--- config.mk ---
export PLATFORM = sky130hd
export DESIGN_NAME = dcs_charge_seq
export DESIGN_NICKNAME = d
export VERILOG_FILES = /design/src/dcs_pkg.sv /design/src/dcs_charge_seq.sv
export SDC_FILE = /design/constraint.sdc
export NUM_CORES = 1
export LEC_CHECK = 0
export BUFFER_PORTS_ARGS = -buffer_cell sky130_fd_sc_hd__buf_2
export CAP_MARGIN = 0
export CORE_ASPECT_RATIO = 1.25
export CORE_UTILIZATION = 55
export DETAILED_ROUTE_END_ITERATION = 10
export PLACE_DENSITY = 0.85
export SYNTH_ARGS = -nofsm -noshare
export SYNTH_HDL_FRONTEND = slang
export SYNTH_SLANG_ARGS = --single-unit
export TNS_END_PERCENT = 10
--- constraint.sdc ---
create_clock -name ref_clk -period 23.7 [get_ports ref_clk]
set_clock_uncertainty 0.1 [all_clocks]
set_input_delay 3.555 -clock ref_clk [delete_from_list [all_inputs] [get_ports ref_clk]]
set_output_delay 3.555 -clock ref_clk [all_outputs]
set_load 0.01 [all_outputs]
--- src/dcs_pkg.sv ---
// constants, types and register map of the dual-connector charge sequencer
package dcs_pkg;

  localparam int          DCS_CLK_HZ     = 40000000;
  localparam int          DCS_STAGGER_MS = 1000;
  localparam logic [31:0] DCS_STAGGER_CYC = 32'(longint'(DCS_STAGGER_MS) * longint'(DCS_CLK_HZ / 1000));

  // currents in units of 0.1 A
  localparam logic [15:0] DCS_PC_CEIL_DA  = 16'h0014;
  localparam logic [15:0] DCS_OPEN_THR_DA = 16'h000a;

  localparam int          DCS_AW          = 4;
  localparam logic [3:0]  DCS_ADDR_CTRL    = 4'h0;
  localparam logic [3:0]  DCS_ADDR_STAGGER = 4'h4;
  localparam logic [3:0]  DCS_ADDR_STATUS  = 4'h8;
  localparam logic [3:0]  DCS_ADDR_LIMIT   = 4'hc;

  localparam logic [31:0] DCS_CTRL_RST  = 32'h00000003;
  localparam logic [31:0] DCS_LIMIT_RST = 32'h271003e8;

  localparam int DCS_CTRL_MODE_LSB   = 0;
  localparam int DCS_LIMIT_I_LSB     = 0;
  localparam int DCS_LIMIT_V_LSB     = 16;
  localparam int DCS_STAT_ST0_LSB    = 0;
  localparam int DCS_STAT_ST1_LSB    = 4;
  localparam int DCS_STAT_CONT0_BIT  = 8;
  localparam int DCS_STAT_CONT1_BIT  = 9;
  localparam int DCS_STAT_BUSY_BIT   = 12;
  localparam int DCS_STAT_ABORT_BIT  = 13;
  localparam int DCS_STAT_REL_LSB    = 16;

  typedef enum logic [1:0] {
    DCS_SINGLE   = 2'b00,
    DCS_DUAL     = 2'b01,
    DCS_SEPARATE = 2'b10,
    DCS_OFF      = 2'b11
  } dcs_mode_e;

  typedef enum logic [2:0] {
    ST_IDLE   = 3'b000,
    ST_INIT   = 3'b001,
    ST_CABLE  = 3'b010,
    ST_PRECHG = 3'b011,
    ST_XFER   = 3'b100,
    ST_STOP   = 3'b101,
    ST_OPEN   = 3'b110
  } dcs_state_e;

  typedef struct packed {
    logic        plugged;
    logic        init_done;
    logic        cc_req;
    logic        pc_req;
    logic        cd_req;
    logic        stop_req;
    logic        alarm;
    logic [15:0] i_req;
    logic [15:0] v_req;
    logic [15:0] i_meas;
    logic [15:0] v_meas;
  } dcs_ev_in_s;

  typedef struct packed {
    logic        init_en;
    logic        cc_res;
    logic        cd_res;
    logic        cont_pos;
    logic        cont_neg;
    logic [2:0]  status;
    logic [15:0] i_set;
    logic [15:0] v_set;
    logic [15:0] i_lim;
    logic [15:0] v_lim;
    logic [15:0] i_pres;
    logic [15:0] v_pres;
  } dcs_ev_out_s;

endpackage

--- src/dcs_charge_seq.sv ---
// dual-connector charge sequencer with avalon-mm register slave
// Summary of operation
// - operator mode picks one-connector or two-connector sequence
// - dual mode waits until both connectors plugged
// - second connector init after first plus delay
// - stagger delay register has configurable default
// - each cable check request gets a response
// - second insulation check after first plus delay
// - every shared step offset by stagger delay
// - pre-charge tracks voltage, clamps current to 2 A
// - current demand in transfer answered with limits, present values, status
// - contactors open only below 1 A
// - alarm stop on one connector stops other in dual mode
// - in separate mode, outputs never disturb each other
// - separate positive and negative contactor per connector
// - separate vehicles run independent unstaggered sequences
//
// The Avalon-MM interface to the registers and the address map were chosen for this implementation.
`timescale 1ns/1ps
module dcs_charge_seq #(
  parameter logic [31:0] STAGGER_DEFAULT = dcs_pkg::DCS_STAGGER_CYC
) (
  input  wire logic                       ref_clk,
  input  wire logic                       arst_n,
  input  wire logic [dcs_pkg::DCS_AW-1:0] avs_address,
  input  wire logic                       avs_read,
  input  wire logic                       avs_write,
  input  wire logic [31:0]                avs_writedata,
  input  wire logic [3:0]                 avs_byteenable,
  output logic      [31:0]                avs_readdata,
  output logic                            avs_waitrequest,
  input  dcs_pkg::dcs_ev_in_s             ev_in  [2],
  output dcs_pkg::dcs_ev_out_s            ev_out [2]
);
  import dcs_pkg::*;

  function automatic logic [15:0] min16(input logic [15:0] a, input logic [15:0] b);
    return (a < b) ? a : b;
  endfunction

  function automatic logic [31:0] merge_be(input logic [31:0] old_v, input logic [31:0] new_v,
                                           input logic [3:0] be);
    logic [31:0] r;
    r = old_v;
    for (int i = 0; i < 4; i++) begin
      if (be[i]) begin
        r[i*8 +: 8] = new_v[i*8 +: 8];
      end
    end
    return r;
  endfunction

  function automatic logic active(input dcs_state_e s);
    return (s == ST_INIT) || (s == ST_CABLE) || (s == ST_PRECHG) || (s == ST_XFER);
  endfunction

  // reset release through two flops
  logic rst_meta;
  logic rst_n;
  always_ff @(posedge ref_clk or negedge arst_n) begin
    if (!arst_n) begin
      rst_meta <= 1'b0;
      rst_n    <= 1'b0;
    end else begin
      rst_meta <= 1'b1;
      rst_n    <= rst_meta;
    end
  end

  // register slave: one wait cycle, then the request completes
  logic        bus_ack;
  logic [31:0] ctrl;
  logic [31:0] stagger;
  logic [31:0] limit;
  logic [31:0] status;
  wire         bus_req  = avs_read | avs_write;
  wire         wr_fire  = avs_write & bus_ack;
  wire         rd_load  = avs_read & ~bus_ack;
  wire         sel_ctrl = avs_address == DCS_ADDR_CTRL;
  wire         sel_stg  = avs_address == DCS_ADDR_STAGGER;
  wire         sel_stat = avs_address == DCS_ADDR_STATUS;
  wire         sel_lim  = avs_address == DCS_ADDR_LIMIT;
  wire  [31:0] rd_mux   = sel_ctrl ? ctrl : sel_stg ? stagger : sel_stat ? status : sel_lim ? limit : 32'h00000000;
  wire  [31:0] ctrl_new = merge_be(ctrl, avs_writedata, avs_byteenable);

  assign avs_waitrequest = bus_req & ~bus_ack;

  always_ff @(posedge ref_clk or negedge rst_n) begin
    if (!rst_n) begin
      bus_ack      <= 1'b0;
      avs_readdata <= 32'h00000000;
    end else begin
      bus_ack <= bus_req & ~bus_ack;
      if (rd_load) begin
        avs_readdata <= rd_mux;
      end
    end
  end

  always_ff @(posedge ref_clk or negedge rst_n) begin
    if (!rst_n) begin
      ctrl    <= DCS_CTRL_RST;
      stagger <= STAGGER_DEFAULT;
      limit   <= DCS_LIMIT_RST;
    end else if (wr_fire) begin
      if (sel_ctrl) begin
        ctrl <= {30'h0000000, ctrl_new[1:0]};
      end
      if (sel_stg) begin
        stagger <= merge_be(stagger, avs_writedata, avs_byteenable);
      end
      if (sel_lim) begin
        limit <= merge_be(limit, avs_writedata, avs_byteenable);
      end
    end
  end

  // mode is read at every step, not only when a session starts; changing it mid-session is not guarded
  wire dcs_mode_e   mode  = dcs_mode_e'(ctrl[DCS_CTRL_MODE_LSB +: 2]);
  wire              dual  = mode == DCS_DUAL;
  wire logic [15:0] i_max = limit[DCS_LIMIT_I_LSB +: 16];
  wire logic [15:0] v_max = limit[DCS_LIMIT_V_LSB +: 16];

  dcs_state_e st      [2];
  dcs_state_e next_st [2];
  logic       step_ok [2];
  logic       start_ok[2];
  logic       halt    [2];
  logic       done_ev [2];
  logic       done_q  [2];
  logic       cont    [2];

  // stagger release: second connector may follow the first one step behind
  logic [31:0] cnt;
  dcs_state_e  pend;
  dcs_state_e  rel;
  logic        abort;
  wire         a_load  = dual && (next_st[0] != st[0]) && active(next_st[0]);
  wire         a_idle  = next_st[0] == ST_IDLE;
  wire         both_idle = (st[0] == ST_IDLE) && (st[1] == ST_IDLE);
  wire         abort_set = dual && ((ev_in[0].stop_req && ev_in[0].alarm && active(st[0])) ||
                                    (ev_in[1].stop_req && ev_in[1].alarm && active(st[1])));

  always_ff @(posedge ref_clk or negedge rst_n) begin
    if (!rst_n) begin
      cnt  <= 32'h00000000;
      pend <= ST_IDLE;
      rel  <= ST_IDLE;
    end else if (a_idle) begin
      cnt  <= 32'h00000000;
      pend <= ST_IDLE;
      rel  <= ST_IDLE;
    end else if (a_load) begin
      cnt  <= stagger;
      pend <= next_st[0];
    end else if (cnt != 32'h00000000) begin
      cnt <= cnt - 32'h00000001;
    end else begin
      rel <= pend;
    end
  end

  // set beats clear; a held abort clears only once both connectors sit idle
  always_ff @(posedge ref_clk or negedge rst_n) begin
    if (!rst_n) begin
      abort <= 1'b0;
    end else begin
      abort <= abort_set | (abort & ~both_idle);
    end
  end

  assign status = {13'h0000, rel, 2'b00, abort, cnt != 32'h00000000, 2'b00, cont[1], cont[0],
                   1'b0, st[1], 1'b0, st[0]};

  genvar g;
  generate
    for (g = 0; g < 2; g++) begin : gun
      logic        cc_res;
      logic        cd_res;
      logic [15:0] i_set;
      logic [15:0] v_set;
      logic [15:0] i_pres;
      logic [15:0] v_pres;
      wire  [3:0]  tgt   = {1'b0, st[g]} + 4'h1;
      wire         rel_ok = (tgt == {1'b0, ST_XFER}) ? (rel >= ST_XFER) : ({1'b0, rel} > tgt);
      wire         cc_now = (st[g] == ST_CABLE) && ev_in[g].cc_req;
      wire         cd_now = (st[g] == ST_XFER) && ev_in[g].cd_req;

      assign step_ok[g]  = (g == 0) || !dual || rel_ok;
      assign start_ok[g] = (mode == DCS_SEPARATE) ? ev_in[g].plugged :
                           dual ? (ev_in[0].plugged && ev_in[1].plugged && !abort) :
                           (mode == DCS_SINGLE) ? ((g == 0) && ev_in[0].plugged) : 1'b0;
      assign halt[g]     = ev_in[g].stop_req || (dual && (abort || abort_set));
      assign done_ev[g]  = (st[g] == ST_INIT)   ? ev_in[g].init_done :
                           (st[g] == ST_CABLE)  ? ev_in[g].cc_req :
                           (st[g] == ST_PRECHG) ? ev_in[g].cd_req : 1'b0;

      always_comb begin
        next_st[g] = st[g];
        unique case (st[g])
          ST_IDLE: begin
            if (start_ok[g] && step_ok[g]) begin
              next_st[g] = ST_INIT;
            end
          end
          ST_INIT, ST_CABLE, ST_PRECHG: begin
            if (halt[g]) begin
              next_st[g] = ST_STOP;
            end else if ((done_ev[g] || done_q[g]) && step_ok[g]) begin
              next_st[g] = dcs_state_e'(tgt[2:0]);
            end
          end
          ST_XFER: begin
            if (halt[g]) begin
              next_st[g] = ST_STOP;
            end
          end
          ST_STOP: begin
            if (ev_in[g].i_meas < DCS_OPEN_THR_DA) begin
              next_st[g] = ST_OPEN;
            end
          end
          ST_OPEN: begin
            if (!ev_in[g].plugged) begin
              next_st[g] = ST_IDLE;
            end
          end
          default: begin
            next_st[g] = ST_IDLE;
          end
        endcase
      end

      always_ff @(posedge ref_clk or negedge rst_n) begin
        if (!rst_n) begin
          st[g]     <= ST_IDLE;
          done_q[g] <= 1'b0;
          cont[g]   <= 1'b0;
          cc_res    <= 1'b0;
          cd_res    <= 1'b0;
        end else begin
          st[g]     <= next_st[g];
          done_q[g] <= (next_st[g] == st[g]) && (done_q[g] || done_ev[g]);
          cont[g]   <= (next_st[g] == ST_PRECHG) || (next_st[g] == ST_XFER) || (next_st[g] == ST_STOP);
          cc_res    <= cc_now;
          cd_res    <= cd_now;
        end
      end

      // setpoints; zero current outside pre-charge and transfer
      always_ff @(posedge ref_clk or negedge rst_n) begin
        if (!rst_n) begin
          i_set  <= 16'h0000;
          v_set  <= 16'h0000;
          i_pres <= 16'h0000;
          v_pres <= 16'h0000;
        end else begin
          if ((st[g] == ST_PRECHG) && ev_in[g].pc_req) begin
            i_set <= min16(ev_in[g].i_req, DCS_PC_CEIL_DA);
            v_set <= min16(ev_in[g].v_req, v_max);
          end else if (cd_now) begin
            i_set <= min16(ev_in[g].i_req, i_max);
            v_set <= min16(ev_in[g].v_req, v_max);
          end else if ((st[g] != ST_PRECHG) && (st[g] != ST_XFER)) begin
            i_set <= 16'h0000;
          end
          if (cd_now) begin
            i_pres <= ev_in[g].i_meas;
            v_pres <= ev_in[g].v_meas;
          end
        end
      end

      assign ev_out[g] = '{init_en: (st[g] == ST_INIT), cc_res: cc_res, cd_res: cd_res,
                           cont_pos: cont[g], cont_neg: cont[g], status: st[g],
                           i_set: i_set, v_set: v_set, i_lim: i_max, v_lim: v_max,
                           i_pres: i_pres, v_pres: v_pres};

    end
  endgenerate
endmodule

=== Yosys cells after proc, flatten, opt, wreduce, memory -nomap -nowiden ===
Cells that the tools add are included.

* Word-level logic and storage cells: 214
* Output and inout port bits: 241
* Bits of input ports: 186
* Flip-flop bits (word level): 282

* Reductions and logical operators: 69
* Equal/unequal tests: 35
* $lt $le $gt $ge: 10
* Bitwise logic cells: 8
* Add/sub/neg operators: 3
* Muxes and demuxes: 54

{| class="wikitable"
|+ Operators with widths
! kind !! count
|-
| two-way mux 16 bit || 16
|-
| two-way mux 32 bit || 7
|-
| less-than comparator 16 bit || 4
|-
| two-way mux 3 bit || 17
|-
| less-than comparator 16 x 4 -> 1 bit (second input constant) || 2
|-
| less-than comparator 16 x 5 -> 1 bit (second input constant) || 2
|-
| nonzero test 32 bit || 1
|-
| subtractor 32 x 1 -> 32 bit (second input constant) || 1
|-
| == test 3 bit (second input constant) || 10
|-
| one-hot mux 3 bit (5 select lines) || 2
|-
| AND reduction 3 bit || 9
|-
| logical AND 1 bit || 23
|-
| == test 3 x 2 -> 1 bit (second input constant) || 7
|-
| logical OR 1 bit || 20
|-
| two-way mux 1 bit || 12
|-
| == test 3 x 1 -> 1 bit (second input constant) || 3
|-
| logical NOT 3 bit || 3
|-
| nonzero test 3 bit || 3
|-
| == test 4 x 3 -> 1 bit (second input constant) || 2
|-
| == test 4 bit (second input constant) || 2
|-
| == test 3 bit || 2
|-
| != test 3 x 2 -> 1 bit (second input constant) || 2
|-
| != test 3 bit (second input constant) || 2
|-
| nonzero test 2 bit || 3
|-
| 16 further kinds || 24
|}

=== Logic depth before layout (Yosys ltp) ===
Gate-level depths: netlist of the first run.

* Depth after elaboration: 19
* Depth in mapped cells: 16
* Mapped depth without buffers: 13

=== Least setup slack after synthesis of the first run ===
Ideal clock, no wire load.

* Path kind: in2out
* Start point: input avs_write
* End point: output avs_waitrequest
* Path slack: 16281 ps
* Required time: 20045 ps
* Buffers on the path: 0
* Arrival: 3764 ps
* Stages: 2
* Cell sequence: nor2_1 -> nor2_1

* Cells in the longest elaborated chain, start to end: 2

{| class="wikitable"
|+ RTL lines
! element !! RTL line !! source
|-
| from (decl) || dcs_charge_seq.sv:27 || <nowiki>input wire logic avs_write,</nowiki>
|-
| bitwise OR 1 bit || dcs_charge_seq.sv:76 || <nowiki>wire bus_req = avs_read | avs_write;</nowiki>
|-
| AND 1 bit || dcs_charge_seq.sv:86 || <nowiki>assign avs_waitrequest = bus_req & ~bus_ack;</nowiki>
|-
| to (decl) || dcs_charge_seq.sv:31 || <nowiki>output logic avs_waitrequest,</nowiki>
|}

No other way between the ends.

=== Worst setup path in the final report of the first run ===
Same ends and word-level chain as after synthesis.

==> flow_summary_export.csv, run 1 <==
group,metric,value,unit
status,status,"completed",
yosys,avgSynthCellArea,9.63,um2
cts,cts_buffers,29,
global_routing,grt.total_usage,0.315,
yosys,yosysTopAreaCellShare,0.433,
detailed_routing,ant_nets,0,
setup_path,worstSetupPathType,"primary input to primary output",
die,floorplan.initialDensity,0.561,
global_routing,grt_busiest_layer,"met2",
die,coreArea,26900,um2
global_routing,grt_use_met1,0.388,
yosys,async_flop_share,1.00,
layout,drive_gt1_frac,0.317,
layout,multiInputGateArea,7250,um2
timing,final.period_utilization,0.323,
timing,max_slew_margin,0.170,
cts,hold_buffers,0,
layout,final_common_cell,"buf_2",
detailed_routing,wl,45100,um
yosys,synth_cells,1568,
setup_path,worstPathMaxFanout,4,
detailed_routing,drc,0,
global_routing,grt_max_degree,87,
global_routing,use_met3,0.0607,
die,dieHeight,187,um
setup_path,critPathSlowestCell,"buf_2",
power_and_ir_drop,p_total,2.05,mW
detailed_routing,firstDrtPassIters,5,
timing,period_minus_slack,7.67,ns
setup_path,cp-start-kind,"primary input",
yosys,ys_seq_area_frac,0.469,
setup_path,rrSetupSlack,18.07,ns
layout,final_cell_count_no_fill,2316,
cts,postCtsSetupBuffers,0,
die,io_pins,427,
cts,clock_sinks,282,
global_routing,grt_overflow_total,0,
timing,tightestPinTransition,1.24,ns
layout,layout.cells.most_common_list,"426 x buf_2, 332 x nand2_1, 260 x dfrtp_1",
setup_path,required,20.05,ns
setup_path,max_stage_delay,0.16,ns
timing,rsz0062_at_grt,"false",
yosys,synth_largest_area_cell,"dfrtp_1",
global_routing,use_met2,0.520,
yosys,synth_ff_type,"dfrtp_1",
job,cap_viol_max_count,0,
cts,cts.path.max_buffers,3,
timing,slew_viol_final,0,
setup_path,cp-end-kind,"primary output",
die,fp.dieArea,28100,um2
cts,htreeDepth,1,
global_routing,grt_pass1_vias,13500,
yosys,synth_edf_count,0,
global_routing,grt_pass1_wl,69800,um
power_and_ir_drop,p_per_area,112,nW/um2
detailed_routing,via_per_inst,5.89,
power_and_ir_drop,ir_worst_vdd,0.0874,mV
yosys,synth_nets,1829,
cts,path_clk_slew,0.06,ns
yosys,yosysUniqueCellTypes,82,
setup_path,cp_data_arrival_time,4.01,ns
timing,hold_viol,0,
placement,place.gp.congestion,0.935,
die,die_w,150,um
cts,tritoncts,"done",
cts,cts-root-buf,"clkbuf_16",
detailed_routing,avgRoutedWirePerCell,19.5,um
global_routing,antenna_found_initial,8,
setup_path,path_cells,"buf_2, nor2_1, nor2_1, buf_2",
layout,area_delta_synth_final,21.4,%
timing,fin_tns_setup,0,ns
yosys,ys_seq_elements,282,
placement,post-dp-hpwl,33300,um
layout,fillers,2099,
yosys,yosys_warnings,0,
cts,clk_latency,0.57,ns
yosys,synth.area.top_cells,"dfrtp_1 43%, nand2_1 8.3%, ha_1 6.2%",
yosys,netlist_area,15100,um2
placement,portBuffers,426,
detailed_routing,vias,13600,
placement,placed_cells,2256,
cts,cts_resized,0,
layout,final_core_util,0.681,
layout,final-seq-area,7090,um2
power_and_ir_drop,p_leak,9.60,nW
min_path,hold_path.class,"flip-flop to flip-flop",
timing,setup_viol,0,
die,num_rows,67,
layout,nets,2203,
timing,fmax,0.130,GHz
detailed_routing,drt-initial-drc-count,914,
[worst paths after layout]
kind                                     end        from  cells after the start
setup / recovery             avs_waitrequest   avs_write                      4
hold / removal                         rst_n    rst_meta                      0
setup reg to reg             gun[1].i_set[3]  ev_out[96]                      9
hold reg to reg                        rst_n    rst_meta                      0
max in group asynchronous    gun[0].i_set[8]       rst_n                      2
min in group asynchronous  gun[0].v_pres[11]       rst_n                      0
[flip-flops by register name (all words and copies together), names as in the netlist, 2 cells and up]
name and cells:
avs_readdata 32, cnt 32, gun.i_pres 32, gun.i_set 32, gun.v_pres 32, gun.v_set 32
limit 32, stagger 32, ev_out 8, pend 3, rel 3, ctrl 2
done_q 2, gun.cc_res 2, gun.cd_res 2
[logic make-up after synthesis]
logic type                 share of synthesized area
adders and majority gates                     0.0622
and+or+nand+nor                                0.163
buffers and inverters                         0.0518
muxes                                         0.0917
other                                       0.000248
DFF                                            0.469
xor gates and xnor gates                      0.0151
AOI/OAI and AO/OA                              0.147
[metrics by stage]
step | worst slack [ns] | cell area, um2 | hold slack, ns
after global placement | 15.99 | 17300 | 0.236
after global routing | 15.86 | 18300 | 0.277
after detailed placement | 15.80 | 17300 | 0.240
after floorplan | 15.20 | 15100 | 0.231
after CTS | 16.04 | 18300 | 0.254
final | 16.03 | 18300 | 0.251
[per-layer routing]
metal,vias to the layer above,share of wire
met4,4,0.049
met3,152,0.080
li1,6222,-
met1,6571,0.38
met5,-,0.00049
met2,694,0.49
[worst max-delay path: cells and delay by family]
| kind | cells | cell delay (ns) |
|---|---|---|
| simple gates | 2 | 0.19 |
| buf+inv | 2 | 0.27 |
[area by class of cell]
| type | instances | share of cell area |
|---|---|---|
| clock inverter | 22 | 0.0162 |
| antenna | 6 | 0.000819 |
| tap | 345 | 0.0236 |
| multi-input combinational | 1127 | 0.396 |
| clock buffer | 32 | 0.0413 |
| inverter | 57 | 0.0117 |
| sequential | 282 | 0.387 |
| timing repair buffer | 445 | 0.124 |
[synthesized netlist by cell type (5+ instances only)]
cell and n:
inv_1 53, dfrtp_1 261, buf_4 44, a22o_1 11
a21o_1 27, mux2i_1 64, buf_2 10, nand2_1 332
a31oi_1 9, xor2_1 13, nand3_1 9, ha_1 75
xnor2_1 13, o41ai_1 12, dfstp_2 21, o31ai_1 22
a22oi_1 30, nor3_1 26, o21ai_0 76, nand4_1 18
mux2_2 66, nor4_1 19, o21ai_1 22, a21oi_1 70
nor2_1 102, nand2b_1 7, a21oi_2 5, nand3b_1 5
or2_2 5, nor2b_1 9, clkbuf_1 44
[power breakdown]
part           switching [mW]  leakage (nW)  internal [mW]
sequential              0.125          3.66          0.617
combinational           0.492          5.43          0.313
clock                   0.207         0.512          0.299
total                   0.823          9.60           1.23
No activity file was read; power rests on OpenSTA's default activity.
==> inputs of run 2 (changes only) <==
--- a/config.mk
+++ b/config.mk
@@ -5,12 +5,13 @@
 export SDC_FILE = /design/constraint.sdc
 export NUM_CORES = 1
 export LEC_CHECK = 0
+export ABC_AREA = 1
 export BUFFER_PORTS_ARGS = -buffer_cell sky130_fd_sc_hd__buf_2
 export CAP_MARGIN = 0
 export CORE_ASPECT_RATIO = 1.25
-export CORE_UTILIZATION = 55
+export CORE_UTILIZATION = 48
 export DETAILED_ROUTE_END_ITERATION = 10
-export PLACE_DENSITY = 0.85
+export PLACE_DENSITY = 0.78
 export SYNTH_ARGS = -nofsm -noshare
 export SYNTH_HDL_FRONTEND = slang
 export SYNTH_SLANG_ARGS = --single-unit
==> constraint.sdc (replaced) <==
create_clock -name ref_clk -period 6.95 [get_ports ref_clk]
set_clock_uncertainty 0.1 [all_clocks]
set_input_delay 1.0425 -clock ref_clk [delete_from_list [all_inputs] [get_ports ref_clk]]
set_output_delay 1.0425 -clock ref_clk [all_outputs]
set_load 0.01 [all_outputs]
==> run 2 against run 1 <==
Effect of this change:
- sequential power grew to 3.4 times the previous value
- register-to-register slack lost 16 ns
- core utilization down 9.1 points
- routed wire length increased by 12%
- final area hardly changed
- non-clock buffer count down 12
- via count grew 8.5%
- critical endpoint is now cnt[14]
- largest cell class is now flip-flops and latches
==> flow_summary_export.csv, run 2 <==
group,metric,value,unit
timing,fin_tns_setup,0,ns
yosys,yosys_warnings,0,
power_and_ir_drop,p_comb_frac,0.405,
setup_path,rrSetupSlack,2.28,ns
yosys,synth_edf_count,0,
global_routing,grt.total_usage,0.308,
cts,hold_buffers,0,
detailed_routing,avgRoutedWirePerCell,18.7,um
cts,clk_latency,0.56,ns
timing,fmax,0.214,GHz
cts,path_clk_slew,0.06,ns
cts,postCtsSetupBuffers,0,
setup_path,worstSetupPathType,"flip-flop to flip-flop",
status,status,"completed",
detailed_routing,via_per_inst,5.46,
global_routing,grt_pass1_vias,14100,
layout,final_common_cell,"nand2_1",
yosys,synth_nets,2183,
yosys,avgSynthCellArea,7.92,um2
power_and_ir_drop,p_leak,10.0,nW
yosys,synth_xor_area_frac,0.0161,
global_routing,grt_overflow_total,0,
layout,nets,2537,
die,die_w,161,um
setup_path,required,7.25,ns
layout,final-seq-area,7090,um2
cts,cts_resized,0,
min_path,hold_path.class,"primary input to asynchronous set/reset pin",
yosys,synth_compound_area_frac,0.137,
layout,multiInputGateArea,6880,um2
placement,post-dp-hpwl,38600,um
yosys,synth_ff_type,"dfrtp_1",
yosys,ys_seq_elements,282,
power_and_ir_drop,ir_worst_vdd,0.249,mV
power_and_ir_drop,p_int,4.08,mW
die,io_pins,427,
cts,tritoncts,"done",
global_routing,grt_max_degree,177,
detailed_routing,wl,50800,um
yosys,synthMuxAreaShare,0,
cts,cts_buffers,30,
setup_path,cp_data_arrival_time,4.97,ns
placement,place.gp.congestion,0.930,
power_and_ir_drop,p_total,6.98,mW
power_and_ir_drop,p_sw,2.91,mW
power_and_ir_drop,p_per_area,381,nW/um2
yosys,synth_largest_area_cell,"dfrtp_1",
power_and_ir_drop,power_frac_seq,0.360,
die,num_rows,72,
detailed_routing,drt-initial-drc-count,1195,
power_and_ir_drop,pwr-share-clk,0.235,
timing,period_minus_slack,4.67,ns
yosys,synth.area.top_cells,"dfrtp_1 43%, nand2_1 14%, o21ai_0 7.8%",
yosys,async_flop_share,1.00,
timing,slew_viol_final,0,
timing,setup_viol,0,
yosys,yosysTopAreaCellShare,0.429,
yosys,synth_cells,1922,
timing,hold_viol,0,
layout,layout.cells.most_common_list,"569 x nand2_1, 426 x buf_2, 260 x dfrtp_1",
timing,tightestPinTransition,1.13,ns
setup_path,cp-end-kind,"flip-flop",
timing,final.period_utilization,0.671,
yosys,synth_fa_ha_area_frac,0.0617,
cts,clock_sinks,282,
timing,rsz0062_at_grt,"false",
layout,drive_gt1_frac,0.230,
detailed_routing,firstDrtPassIters,6,
yosys,yosys-top-cells-count,"569 x nand2_1, 261 x dfrtp_1, 238 x o21ai_0",
yosys,yosysUniqueCellTypes,43,
die,fp.dieArea,32400,um2
die,coreArea,31100,um2
layout,fillers,2856,
detailed_routing,vias,14800,
detailed_routing,drc,0,
setup_path,cp-start-kind,"flip-flop",
timing,max_slew_margin,0.249,
yosys,netlist_area,15200,um2
yosys,ys_seq_area_frac,0.466,
power_and_ir_drop,switching_share,0.417,
die,floorplan.initialDensity,0.490,
global_routing,antenna_found_initial,5,
yosys,synth_top_family_by_area,"simple AND/OR/NAND/NOR gates",
cts,cts-root-buf,"clkbuf_16",
layout,area_delta_synth_final,20.4,%
die,dieHeight,201,um
cts,cts.path.max_buffers,3,
yosys,synthSimpleGateAreaFrac,0.237,
detailed_routing,ant_nets,0,
cts,htreeDepth,1,
global_routing,grt_pass1_wl,77300,um
placement,portBuffers,426,
setup_path,worstPathMaxFanout,38,
yosys,yosysMostFrequentCell,"nand2_1",
job,cap_viol_max_count,0,
run 2: cell types whose count changed after synthesis, moves of 27 or more:
cell and change:
a22oi_1 -30, a21o_1 -27, o21ai_0 +162, a21oi_1 +39, nand3_1 +65, inv_1 +115, nand2_1 +237, mux2_2 -66
mux2i_1 -64
run 2: kinds of logic after synthesis:
family | count (synthesis)
DFF | 282
and+or+nand+nor | 860
AOI/OAI and AO/OA | 393
xor gates and xnor gates | 28
adders and majority gates | 75
buffers and inverters | 283
other | 1
run 2: cell type report:
class | instances | share of cell area
inverter | 172 | 0.0352
tap | 407 | 0.0278
timing repair buffer | 433 | 0.120
multi-input combinational | 1357 | 0.376
sequential | 282 | 0.387
antenna | 4 | 0.000546
clock inverter | 6 | 0.00587
clock buffer | 50 | 0.0484
run 2: critical path, cell delays in order (launching register included):
cell	delay, ns
dfrtp_1	0.54
inv_1	0.20
ha_1	0.24
nand2_1	0.18
nand4_4	0.15
nand2_2	0.10
nand3_2	0.09
a21oi_2	0.24
nand2_1	0.12
nand3_1	0.08
nand2_1	0.06
nor2_1	0.13
nand2_2	0.41
nand2_2	0.77
nand2_2	0.15
nor2_2	0.81
nor2_1	0.13
run 2: power by group through the flow:
| stage | clock network [mW] | logic [mW] | registers, mW |
|---|---|---|---|
| finish | 1.64 | 2.83 | 2.51 |
| global placement | 0 | 2.75 | 2.50 |
| floorplan | 0 | 1.74 | 2.62 |
| global route | 1.72 | 3.17 | 2.56 |
| CTS | 1.66 | 2.83 | 2.50 |
| detailed placement | 0 | 2.81 | 2.52 |
run 2: worst paths after layout:
check                       startpoint                 to  cells after the start
min                             arst_n              rst_n                      1
max                        ev_out[201]            cnt[14]                     16
max reg2reg                ev_out[201]            cnt[14]                     16
min reg2reg                   rst_meta              rst_n                      0
max in group asynchronous        rst_n  gun[1].v_pres[13]                      1
min in group ref_clk          rst_meta              rst_n                      0
run 2: stage by stage:
stage | hold WS [ns] | area (um2) | std cells | utilization | worst slack (ns)
floorplan | 0.231 | 15200 | 1922 | - | 2.25
global placement | 0.237 | 17300 | 2651 | 0.557 | 2.21
detailed placement | 0.240 | 17300 | 2651 | 0.557 | 2.05
CTS | 0.136 | 18300 | 2707 | 0.589 | 2.33
global route | 0.145 | 18300 | 2710 | 0.590 | 1.90
finish | 0.159 | 18300 | 2711 | 0.590 | 2.28
run 2: metal layers:
metal | wire length, um | share of wire | global-route usage | vias up
li1 | - | - | - | 6960
met1 | 19200 | 0.38 | 0.356 | 6914
met2 | 24800 | 0.49 | 0.541 | 764
met3 | 4030 | 0.079 | 0.0554 | 158
met4 | 2670 | 0.053 | 0.156 | 2
met5 | 12 | 0.00024 | 0 | -
